$ cat src/core/ir_codec_pkg.sv
/*
 Package for the infrared pulse codec: register map, control field layout,
 reset values and timing constants.
 Assumes nothing of its surroundings beyond a SystemVerilog compiler.
*/
package ir_codec_pkg;

   // ==========================================================================
   // Register map (byte addresses on the APB slave)
   localparam logic [7:0] CTRL_ADDR    = 8'h00;  // ir_serial_control
   localparam logic [7:0] STATUS_ADDR  = 8'h04;  // codec status, read only
   localparam logic [7:0] BAUDDIV_ADDR = 8'h08;  // oversample divider

   // ==========================================================================
   // Control register fields
   localparam int          ENABLE_BIT   = 7;
   localparam int          WSEL_HI      = 6;
   localparam int          WSEL_LO      = 4;
   localparam int          WSEL_W       = 3;
   localparam logic [7:0]  CTRL_RESET   = 8'h00;
   localparam logic [7:0]  CTRL_WMASK   = 8'hf0;  // Bits 3..0 have no function

   // ==========================================================================
   // Timing: one bit interval is 16 oversample ticks
   localparam int          TICKS_PER_BIT = 16;
   localparam int          TICK_W        = 4;
   localparam logic [2:0]  WSEL_DEFAULT  = 3'h0;  // Code 0 selects 3/16
   localparam logic [15:0] BAUDDIV_RESET = 16'h0043;

   // Pulse width in oversample ticks per select code (code 0 is 3/16)
   function automatic logic [TICK_W-1:0] pulse_ticks(input logic [WSEL_W-1:0] sel);
      logic [TICK_W-1:0] r;
      r = 4'h3;
      unique case (sel)
         3'h0: r = 4'h3;
         3'h1: r = 4'h1;
         3'h2: r = 4'h2;
         3'h3: r = 4'h4;
         3'h4: r = 4'h5;
         3'h5: r = 4'h6;
         3'h6: r = 4'h7;
         3'h7: r = 4'h8;
      endcase
      return r;
   endfunction

endpackage

$ cat src/core/ir_tick_divider.sv
/*
 Oversample tick generator: one-cycle enable pulse every (div+1) clocks.
 Assumes div is steady or that a glitch of one interval after a change is acceptable.
*/
`timescale 1ns/100ps
module ir_tick_divider #(
   parameter int DIV_W = 16
) (
   input  wire logic             core_clk,
   input  wire logic             rst_b,
   input  wire logic [DIV_W-1:0] div,
   output logic                  tick
);

   typedef struct packed {
      logic [DIV_W-1:0] cnt;
      logic             tick;
   } div_state_t;

   div_state_t state_q;
   div_state_t state_d;

   // ==========================================================================
   // Count down, pulse on wrap
   always_comb begin
      state_d      = state_q;
      state_d.tick = 1'b0;
      if (state_q.cnt == '0) begin
         state_d.cnt  = div;
         state_d.tick = 1'b1;
      end else begin
         state_d.cnt = state_q.cnt - 1'b1;
      end
   end

   always_ff @(posedge core_clk or negedge rst_b) begin
      if (!rst_b) begin
         state_q <= '0;
      end else begin
         state_q <= state_d;
      end
   end

   assign tick = state_q.tick;

endmodule

$ cat src/core/infrared_pulse_codec.sv
/*
 Infrared pulse codec between one serial channel and the infrared pins,
 with an APB register slave holding the control register.
 Assumes the serial transmitter bit stream (serTxd) is synchronous to core_clk
 and changes only at oversample tick boundaries of this block's divider;
 ir_receive_pin is asynchronous and is synchronised here.
*/
// What this block does
// - A zero serial bit sends one high pulse, 3/16 bit wide by default.
// - Pulse width comes from the three-bit select field, control bits 6 to 4.
// - Received infrared pulses become ordinary asynchronous serial frames for the receiver.
// - No polarity inversion; control bits 3 to 0 have no function.
// - Control bit 7 enables infrared mode and resets to zero.
`timescale 1ns/100ps
module infrared_pulse_codec
   import ir_codec_pkg::*;
#(
   parameter int DIV_W = 16
) (
   input  wire logic        core_clk,
   input  wire logic        rst_b,
   // APB slave
   input  wire logic        psel,
   input  wire logic        penable,
   input  wire logic        pwrite,
   input  wire logic [7:0]  paddr,
   input  wire logic [31:0] pwdata,
   output logic [31:0]      prdata,
   output logic             pready,
   output logic             pslverr,
   // Serial channel side
   input  wire logic        serTxd,
   output logic             serRxd,
   output logic             irModeActive,
   // Infrared pins
   output logic             irTransmitPin,
   input  wire logic        irReceivePin
);

   typedef enum logic [1:0] {
      RX_IDLE = 2'b00,
      RX_LOW  = 2'b01
   } rx_state_t;

   typedef struct packed {
      logic [7:0]        ctrl;
      logic [DIV_W-1:0]  baudDiv;
      logic [31:0]       prdata;
      logic              pready;
      logic              pslverr;
      logic [1:0]        rxSync;
      logic              rxPrev;
      logic [TICK_W-1:0] txTick;
      logic              txBusy;
      logic              irTx;
      rx_state_t         rxState;
      logic [TICK_W-1:0] rxTick;
      logic              serRxd;
      logic              pulseSeen;
   } codec_state_t;

   codec_state_t state_q;
   codec_state_t state_d;
   logic         tick;

   // ==========================================================================
   // Oversample tick source, one enable pulse per sixteenth of a bit
   ir_tick_divider #(
      .DIV_W (DIV_W)
   ) u_div (
      .core_clk (core_clk),
      .rst_b    (rst_b),
      .div      (state_q.baudDiv),
      .tick     (tick)
   );

   logic              enable;
   logic [WSEL_W-1:0] wsel;
   logic [TICK_W-1:0] width;
   logic              rxIn;
   logic              rxRise;

   // Field decode; receive input used as it is, no inversion stage
   assign enable = state_q.ctrl[ENABLE_BIT];
   assign wsel   = state_q.ctrl[WSEL_HI:WSEL_LO];
   assign width  = pulse_ticks(wsel);
   assign rxIn   = state_q.rxSync[1];
   assign rxRise = rxIn & ~state_q.rxPrev;

   // ==========================================================================
   // Next-state logic: APB slave, encoder, decoder
   always_comb begin
      state_d         = state_q;
      state_d.pready  = 1'b0;
      state_d.pslverr = 1'b0;

      // Pin synchroniser; only stage 1 is looked at by logic
      state_d.rxSync = {state_q.rxSync[0], irReceivePin};
      state_d.rxPrev = rxIn;

      // APB: answer one cycle into the access phase
      if (psel && penable && !state_q.pready) begin
         state_d.pready = 1'b1;
         state_d.prdata = '0;
         unique case (paddr)
            CTRL_ADDR: begin
               if (pwrite) begin
                  // Bits 3..0 are not stored and read zero
                  state_d.ctrl = pwdata[7:0] & CTRL_WMASK;
               end else begin
                  state_d.prdata = {24'h000000, state_q.ctrl};
               end
            end
            STATUS_ADDR: begin
               if (pwrite) begin
                  state_d.pslverr = 1'b1;   // Read-only register
               end else begin
                  state_d.prdata = {28'h0000000, state_q.txBusy, state_q.irTx,
                                    state_q.serRxd, rxIn};
               end
            end
            BAUDDIV_ADDR: begin
               if (pwrite) begin
                  state_d.baudDiv = pwdata[DIV_W-1:0];
               end else begin
                  state_d.prdata = 32'(state_q.baudDiv);
               end
            end
            default: begin
               state_d.pslverr = 1'b1;
            end
         endcase
      end

      // Encoder: a pulse starts at the start of every zero bit
      if (!enable) begin
         state_d.irTx   = 1'b0;
         state_d.txBusy = 1'b0;
         state_d.txTick = '0;
      end else if (tick) begin
         if (!state_q.txBusy && !serTxd) begin
            state_d.txBusy = 1'b1;
            state_d.irTx   = 1'b1;              // Always high-going
            state_d.txTick = 4'h1;
         end else if (state_q.txBusy) begin
            // Pulse ends after width ticks; rest of the bit stays low
            if (state_q.txTick >= width) begin
               state_d.irTx = 1'b0;
            end
            if (state_q.txTick == TICK_W'(TICKS_PER_BIT - 1)) begin
               state_d.txBusy = 1'b0;
               state_d.txTick = '0;
            end else begin
               state_d.txTick = state_q.txTick + 1'b1;
            end
         end
      end

      // Decoder: a pulse yields one zero-level bit, else line idles high
      if (!enable) begin
         state_d.rxState = RX_IDLE;
         state_d.serRxd  = 1'b1;
         state_d.rxTick  = '0;
      end else begin
         unique case (state_q.rxState)
            RX_IDLE: begin
               state_d.serRxd = 1'b1;
               if (rxRise) begin
                  state_d.rxState = RX_LOW;
                  state_d.serRxd  = 1'b0;
                  state_d.rxTick  = '0;
               end
            end
            RX_LOW: begin
               // Hold zero one full bit interval, then look for the next pulse
               if (tick) begin
                  if (state_q.rxTick == TICK_W'(TICKS_PER_BIT - 1)) begin
                     state_d.rxState = RX_IDLE;
                     state_d.serRxd  = 1'b1;    // No pulse gives a one
                  end else begin
                     state_d.rxTick = state_q.rxTick + 1'b1;
                  end
               end
            end
            default: begin
               state_d.rxState = RX_IDLE;
            end
         endcase
      end
   end

   // ==========================================================================
   // State register; reset clears the enable bit and selects 3/16 width
   always_ff @(posedge core_clk or negedge rst_b) begin
      if (!rst_b) begin
         state_q         <= '0;
         state_q.ctrl    <= CTRL_RESET;
         state_q.baudDiv <= BAUDDIV_RESET[DIV_W-1:0];
         state_q.rxSync  <= 2'h0;
         state_q.serRxd  <= 1'b1;
         state_q.rxState <= RX_IDLE;
      end else begin
         state_q <= state_d;
      end
   end

   // ==========================================================================
   // Outputs straight from flip-flops; serial line idles high when off
   assign prdata        = state_q.prdata;
   assign pready        = state_q.pready;
   assign pslverr       = state_q.pslverr;
   assign irTransmitPin = state_q.irTx;
   assign serRxd        = state_q.serRxd;
   assign irModeActive  = enable;

endmodule

$ cat config.mk
export PLATFORM = sky130hd
export DESIGN_NAME = infrared_pulse_codec
export DESIGN_NICKNAME = d
export VERILOG_FILES = /design/src/core/ir_codec_pkg.sv /design/src/core/ir_tick_divider.sv /design/src/core/infrared_pulse_codec.sv
export SDC_FILE = /design/constraint.sdc
export NUM_CORES = 1
export LEC_CHECK = 0
export BUFFER_PORTS_ARGS = -buffer_cell sky130_fd_sc_hd__buf_2
export CAP_MARGIN = 0
export CELL_PAD_IN_SITES_DETAIL_PLACEMENT = 0
export CELL_PAD_IN_SITES_GLOBAL_PLACEMENT = 1
export CORE_ASPECT_RATIO = 0.6
export CORE_UTILIZATION = 39
export DETAILED_ROUTE_END_ITERATION = 10
export HOLD_SLACK_MARGIN = 0.06
export PLACE_DENSITY = 0.79
export SYNTH_ARGS = -nofsm -noshare
export SYNTH_HDL_FRONTEND = slang
export SYNTH_SLANG_ARGS = --single-unit
export TNS_END_PERCENT = 5
$ cat constraint.sdc
create_clock -name core_clk -period 5.7 [get_ports core_clk]
set_clock_uncertainty 0.05 [all_clocks]
set_input_delay 0.57 -clock core_clk [delete_from_list [all_inputs] [get_ports core_clk]]
set_output_delay 0.57 -clock core_clk [all_outputs]
set_load 0.005 [all_outputs]
# ---- Yosys cells after proc, flatten, opt, wreduce, memory -nomap -nowiden
# Memory sizes are Yosys's and may differ from the RTL's.
# Cells that the tools add are included.
dict set report totals {
  ff_bits 87
  romBits 32
  output_inout_bits 37
  mem_count 1
}
dict set report op_classes {
  addsub 3
  n_lt_le_gt_ge 1
  n_eq_ne 13
  n_mux 24
  n_bitwise 2
  n_reduce_logical 17
}
# memory depth width rd rd_ports_with_merged_regs write_ports line_no
set mem_list {}
lappend mem_list {{(name not given)} 8 4 1 0 0 ir_codec_pkg.sv:34} ;# unique case (sel)
# cell count
set ops {}
lappend ops {{$pmux W16 S3} 1}
lappend ops {{$mux W16} 2}
lappend ops {{$mux W6} 4}
lappend ops {{$mux W7} 3}
lappend ops {{$logic_not A16 Y1} 1}
lappend ops {{$sub A16 B1 Y16 const B} 1}
lappend ops {{$reduce_and A3 Y1} 5}
lappend ops {{$mux W4} 3}
lappend ops {{$pmux W5 S2} 1}
lappend ops {{$ne A3 B3 Y1 const B} 3}
lappend ops {{$add A4 B1 Y4 const B} 2}
lappend ops {{$eq A4 B4 Y1 const B} 2}
lappend ops {{$eq A8 B3 Y1 const B} 1}
lappend ops {{$eq A8 B4 Y1 const B} 1}
lappend ops {{$logic_not A8 Y1} 1}
lappend ops {{$mux W8} 1}
lappend ops {{$ne A3 B1 Y1 const B} 2}
lappend ops {{$ne A3 B2 Y1 const B} 2}
lappend ops {{$mux W1} 5}
lappend ops {{$ge A4 B4 Y1} 1}
lappend ops {{$mux W2} 2}
lappend ops {{$pmux W2 S2} 1}
lappend ops {{$reduce_and A4 Y1} 1}
lappend ops {{$logic_and A1 B1 Y1} 3}
lappend ops {{other kinds (9)} 11}

# ---- Depth between registers and ports, before layout
# An unclocked memory read counts as a cell.
dict set report depth {
  word_depth 7
  depth_mapped 10
  depth_no_buf 10
}

# ---- By module
# Synthesis repeated with hierarchy kept, for this count alone.
dict set report unflattened {
  cells_unflattened 357
  hier_area_um2 3659.8
}
# module n_inst cells_per_inst area_each_um2
set modules_own_cells {}
lappend modules_own_cells {infrared_pulse_codec 1 255 2723.9}
lappend modules_own_cells {ir_tick_divider 1 102 935.9}

# ---- Worst setup path after synthesis
# OpenSTA, ideal clock, no wires.
dict set report synth_path {
  path_kind {input port to flip-flop}
  startpoint {in paddr[5]}
  endpoint {reg state_q[58] (netlist name)}
  setup_time_ns 0.125
  arrival_time_ns 2.044
  setup_slack_ns 3.481
  stages 5
  path_buffers 1
  path_cell_list {or4_1 -> nor4_2 -> nand3_2 -> buf_2 -> mux2_2}
}
dict set report synth_between {
  elab_chain_cells 2
}
# element line_no
set synth_rtl {}
lappend synth_rtl {{from (decl)} infrared_pulse_codec.sv:26} ;# input wire logic [7:0] paddr,
lappend synth_rtl {{$eq A8 B4 Y1} infrared_pulse_codec.sv:105} ;# unique case (paddr)
lappend synth_rtl {{$reduce_and A3 Y1 (no source line)} --}
lappend synth_rtl {{to (signal assigned)} infrared_pulse_codec.sv:203} ;# state_q <= state_d;
lappend synth_rtl {{to (decl)} infrared_pulse_codec.sv:62} ;# codec_state_t state_q;
# No other way between the ends.
# A chain may end at the register's enable or synchronous reset.

# ---- Worst setup path in the final report
dict set report layout_path {
  startpoint {reg state_q (netlist bit pready)}
  endpoint {reg state_q[56] (netlist name)}
}
dict set report layout_between {
  elab_chain_cells 3
}
# element line_no
set layout_rtl {}
lappend layout_rtl {{$logic_not A1 Y1} infrared_pulse_codec.sv:102} ;# if (psel && penable && !state_q.pready) begin
lappend layout_rtl {{$logic_and A1 B1 Y1} infrared_pulse_codec.sv:102}
lappend layout_rtl {{$reduce_and A3 Y1 (no source line)} --}
# No other way between the ends.

==> impl_metrics.toml <==
[run_status]
status = "complete, but fails checks"
violations = "design-rule violations"

[clocking]
postCtsHoldBufs = 0
clock_path_buffers = 2
cts_tree = "built"
post_cts_buffers = 0
clock_sinks = 70
cts_root_buffer = "clkbuf_16"
clock_latency_ns = 0.34
cts_resized = 0
cts.clk_slew.worst_paths_ns = 0.07
htree_levels = 3
cts_buffers = 9

[layout]
num_antenna_cells = 0
n_fill_cell = 802
final_nets = 425
final_cells = 483
area_growth_pct = 13.9
final_core_util_pct = 46.7
drive_gt1_share_pct = 27.5

[global_route]
first_global_vias = 2311
grtUsageTotal_pct = 17.0
grt_antenna_before_repair = 0
gr-total-overflow = 0
grt_max_degree = 71
grt_pass1_wl_mm = 11.8

[route]
viasPerCell = 5.02
drc = 16
ant_nets = 0
wl_per_cell_um = 15.1
num_vias = 2424
first_pass_iters = 9
drt_iter0_drc = 173
wirelength_mm = 7.30

[sta]
tightestPinTransition_ns = 0.924
finalCritPeriodShare_pct = 48.6
timing.fmax_ghz = 0.361
rsz0062_at_grt = "false"
finalHoldViolations = 0
slew_viol_final = 0
finalSetupTns_ns = 0
setup_viol = 0
min_period_ns = 2.77
relSlewSlack_pct = 38.2

[placement]
place_hpwl_mm = 5.11
gp_congestion = 0.790
dpl.cell_count = 467
port_buffers = 51

[synthesis]
yosys.area_share.simple_pct = 12.9
postSynthCellCount = 329
synth_top_family_by_area = "simple AND/OR/NAND/NOR gates"
synth_compound_area_share_pct = 12.4
synth.area.top_cells = "dfrtp_1 (47%), buf_4 (6.8%), mux2_2 (6.4%)"
syn-cell-area_um2 = 3540
yosys_warnings = 0
synth_area_leader_cell = "dfrtp_1"
synthMuxAreaShare_pct = 8.05
synthAdderAreaFrac_pct = 4.24
yosysSeqAreaShare_pct = 49.6
netlist.area_leader.share_pct = 46.6
synth-xor-area-share_pct = 2.97
ys_ff_latch = 70
avgSynthCellArea_um2 = 10.8
ys_types = 47

[critical_path]
critPathCaptureType = "register"
r2r_cells = 4
critPathArrivalTime_ns = 2.93
path_max_fanout = 19
r2r-end = "state_q[56]"
crit_required_ns = 5.86
crit_type = "register to register"
rrSetupSlack_ns = 2.93
r2r_start = "pready"
crit_path_start_kind = "register"
endpoint = "state_q[56]"
cp-startpoint = "pready"

[floorplanning]
io_pins = 84
fp.coreArea_um2 = 8650
initial_core_util_pct = 41.0
die_area_um2 = 9490
dieWidth_um = 125
die_h_um = 75.8
num_rows = 26

[power]
p_per_area_nw_per_um2 = 355
ir_drop_mv = 0.186
p_leak_nw = 1.92

[hold_path]
hold_path_startpoint = "irReceivePin"
min-delay-path-class = "input pin to register"

[run]
maxCapViolCount = 0
-- worst min-delay path by stage --
stage,slack (ns),depth (start not counted),endpoint
2_1_floorplan,0.22,0,irModeActive
3_3_place_gp,0.29,0,rxIn
3_5_place_dp,0.29,0,rxIn
4_1_cts,0.27,1,state_d[16]
5_1_grt,0.27,1,state_d[16]
6_report,0.29,1,state_d[16]
-- report_power, final --
part / internal, mW / switching (mW)
Sequential: 0.557 / 0.0547
Combinational: 0.0909 / 0.109
Clock: 0.389 / 0.232
-- cell usage after synthesis, drive strengths merged --
master   n
nand3    8
xnor2    9
nor4     5
nand2   32
a31o     1
clkbuf   5
buf     37
nor3     3
o211ai   1
ha      12
and2     1
o22ai    1
or3      1
a31oi    3
a22o    17
o31ai    1
nand2b   4
a21o     2
dfstp    4
nand3b   3
xor2     3
o21ai   28
inv     12
conb     1
a22oi    2
or2      1
nor2b    6
dfrtp   66
mux2i    6
and4     1
and3     1
nor2    15
nand4    1
mux2    20
a32oi    1
o221a    1
nand4b   2
or4      2
a21oi   10
-- placed cells by master (no fill, tap or decap), types with 7 or more instances in the layout --
master     synthesis  final
a21oi_1           10     10
a22o_1            17     17
buf_2              2     51
clkbuf_16          0      9
conb_1             1     16
dfrtp_1           66     66
ha_1              12     12
inv_1             12     12
mux2_2            20     20
nand2_1           32     32
nand3_1            7      7
nor2_1            14     14
o21ai_0           25     25
xnor2_1            9      9
-- routing by layer --
| metal | track usage [%] | share of wire [%] |
|---|---|---|
| met1 | 23.5 | 53 |
| met3 | 5.83 | 5.9 |
| met2 | 24.3 | 41 |
| met5 | 0 | 0 |
| met4 | 7.05 | 0.42 |
-- critical path, stage by stage, from the launching register on --
cell	delay (ns)
dfrtp_1	0.37
nand3b_1	0.70
nor4_2	0.60
nand3_2	0.48
mux2_2	0.44
-- sequential cells by signal (all words and copies together) (netlist names) --
signal and cells:
state_d 1, rxIn 1, u_div.state_q 16, prdata 16, irModeActive 1, pready 1, pslverr 1, irTransmitPin 1
u_div.tick 1, state_q 30, serRxd 1
-- final cells by class --
class | instances | area [um^2] | area share [%]
inverter | 12 | 45.0 | 1.12
multi-input combinational | 220 | 1500 | 37.1
sequential | 70 | 1760 | 43.5
timing repair buffer | 53 | 270 | 6.69
clock inverter | 7 | 104 | 2.57
clock buffer | 9 | 225 | 5.58
tap | 112 | 140 | 3.47
-- through the flow --
step                      total power, mW  worst slack (ns)  area, um^2  hold slack, ns
after floorplan                     0.764              3.48        3600           0.224
after global placement              0.808              2.77        3710           0.290
after detailed placement            0.818              2.72        3710           0.286
after CTS                            1.45              2.92        4040           0.269
after global routing                 1.51              2.79        4040           0.274
final                                1.43              2.93        4040           0.286
-- cell families (layout without fill, tap and decap cells) --
group                      Yosys count  in the layout
DFF                                 70             70
adders and majority gates           12             12
other                                1             16
AOI/OAI and AO/OA                   68             68
xor gates and xnor gates            12             12
muxes                               26             26
and+or+nand+nor                     86             86
buffers and inverters               54             81
Note: power is estimated with default switching activity, not from simulation.
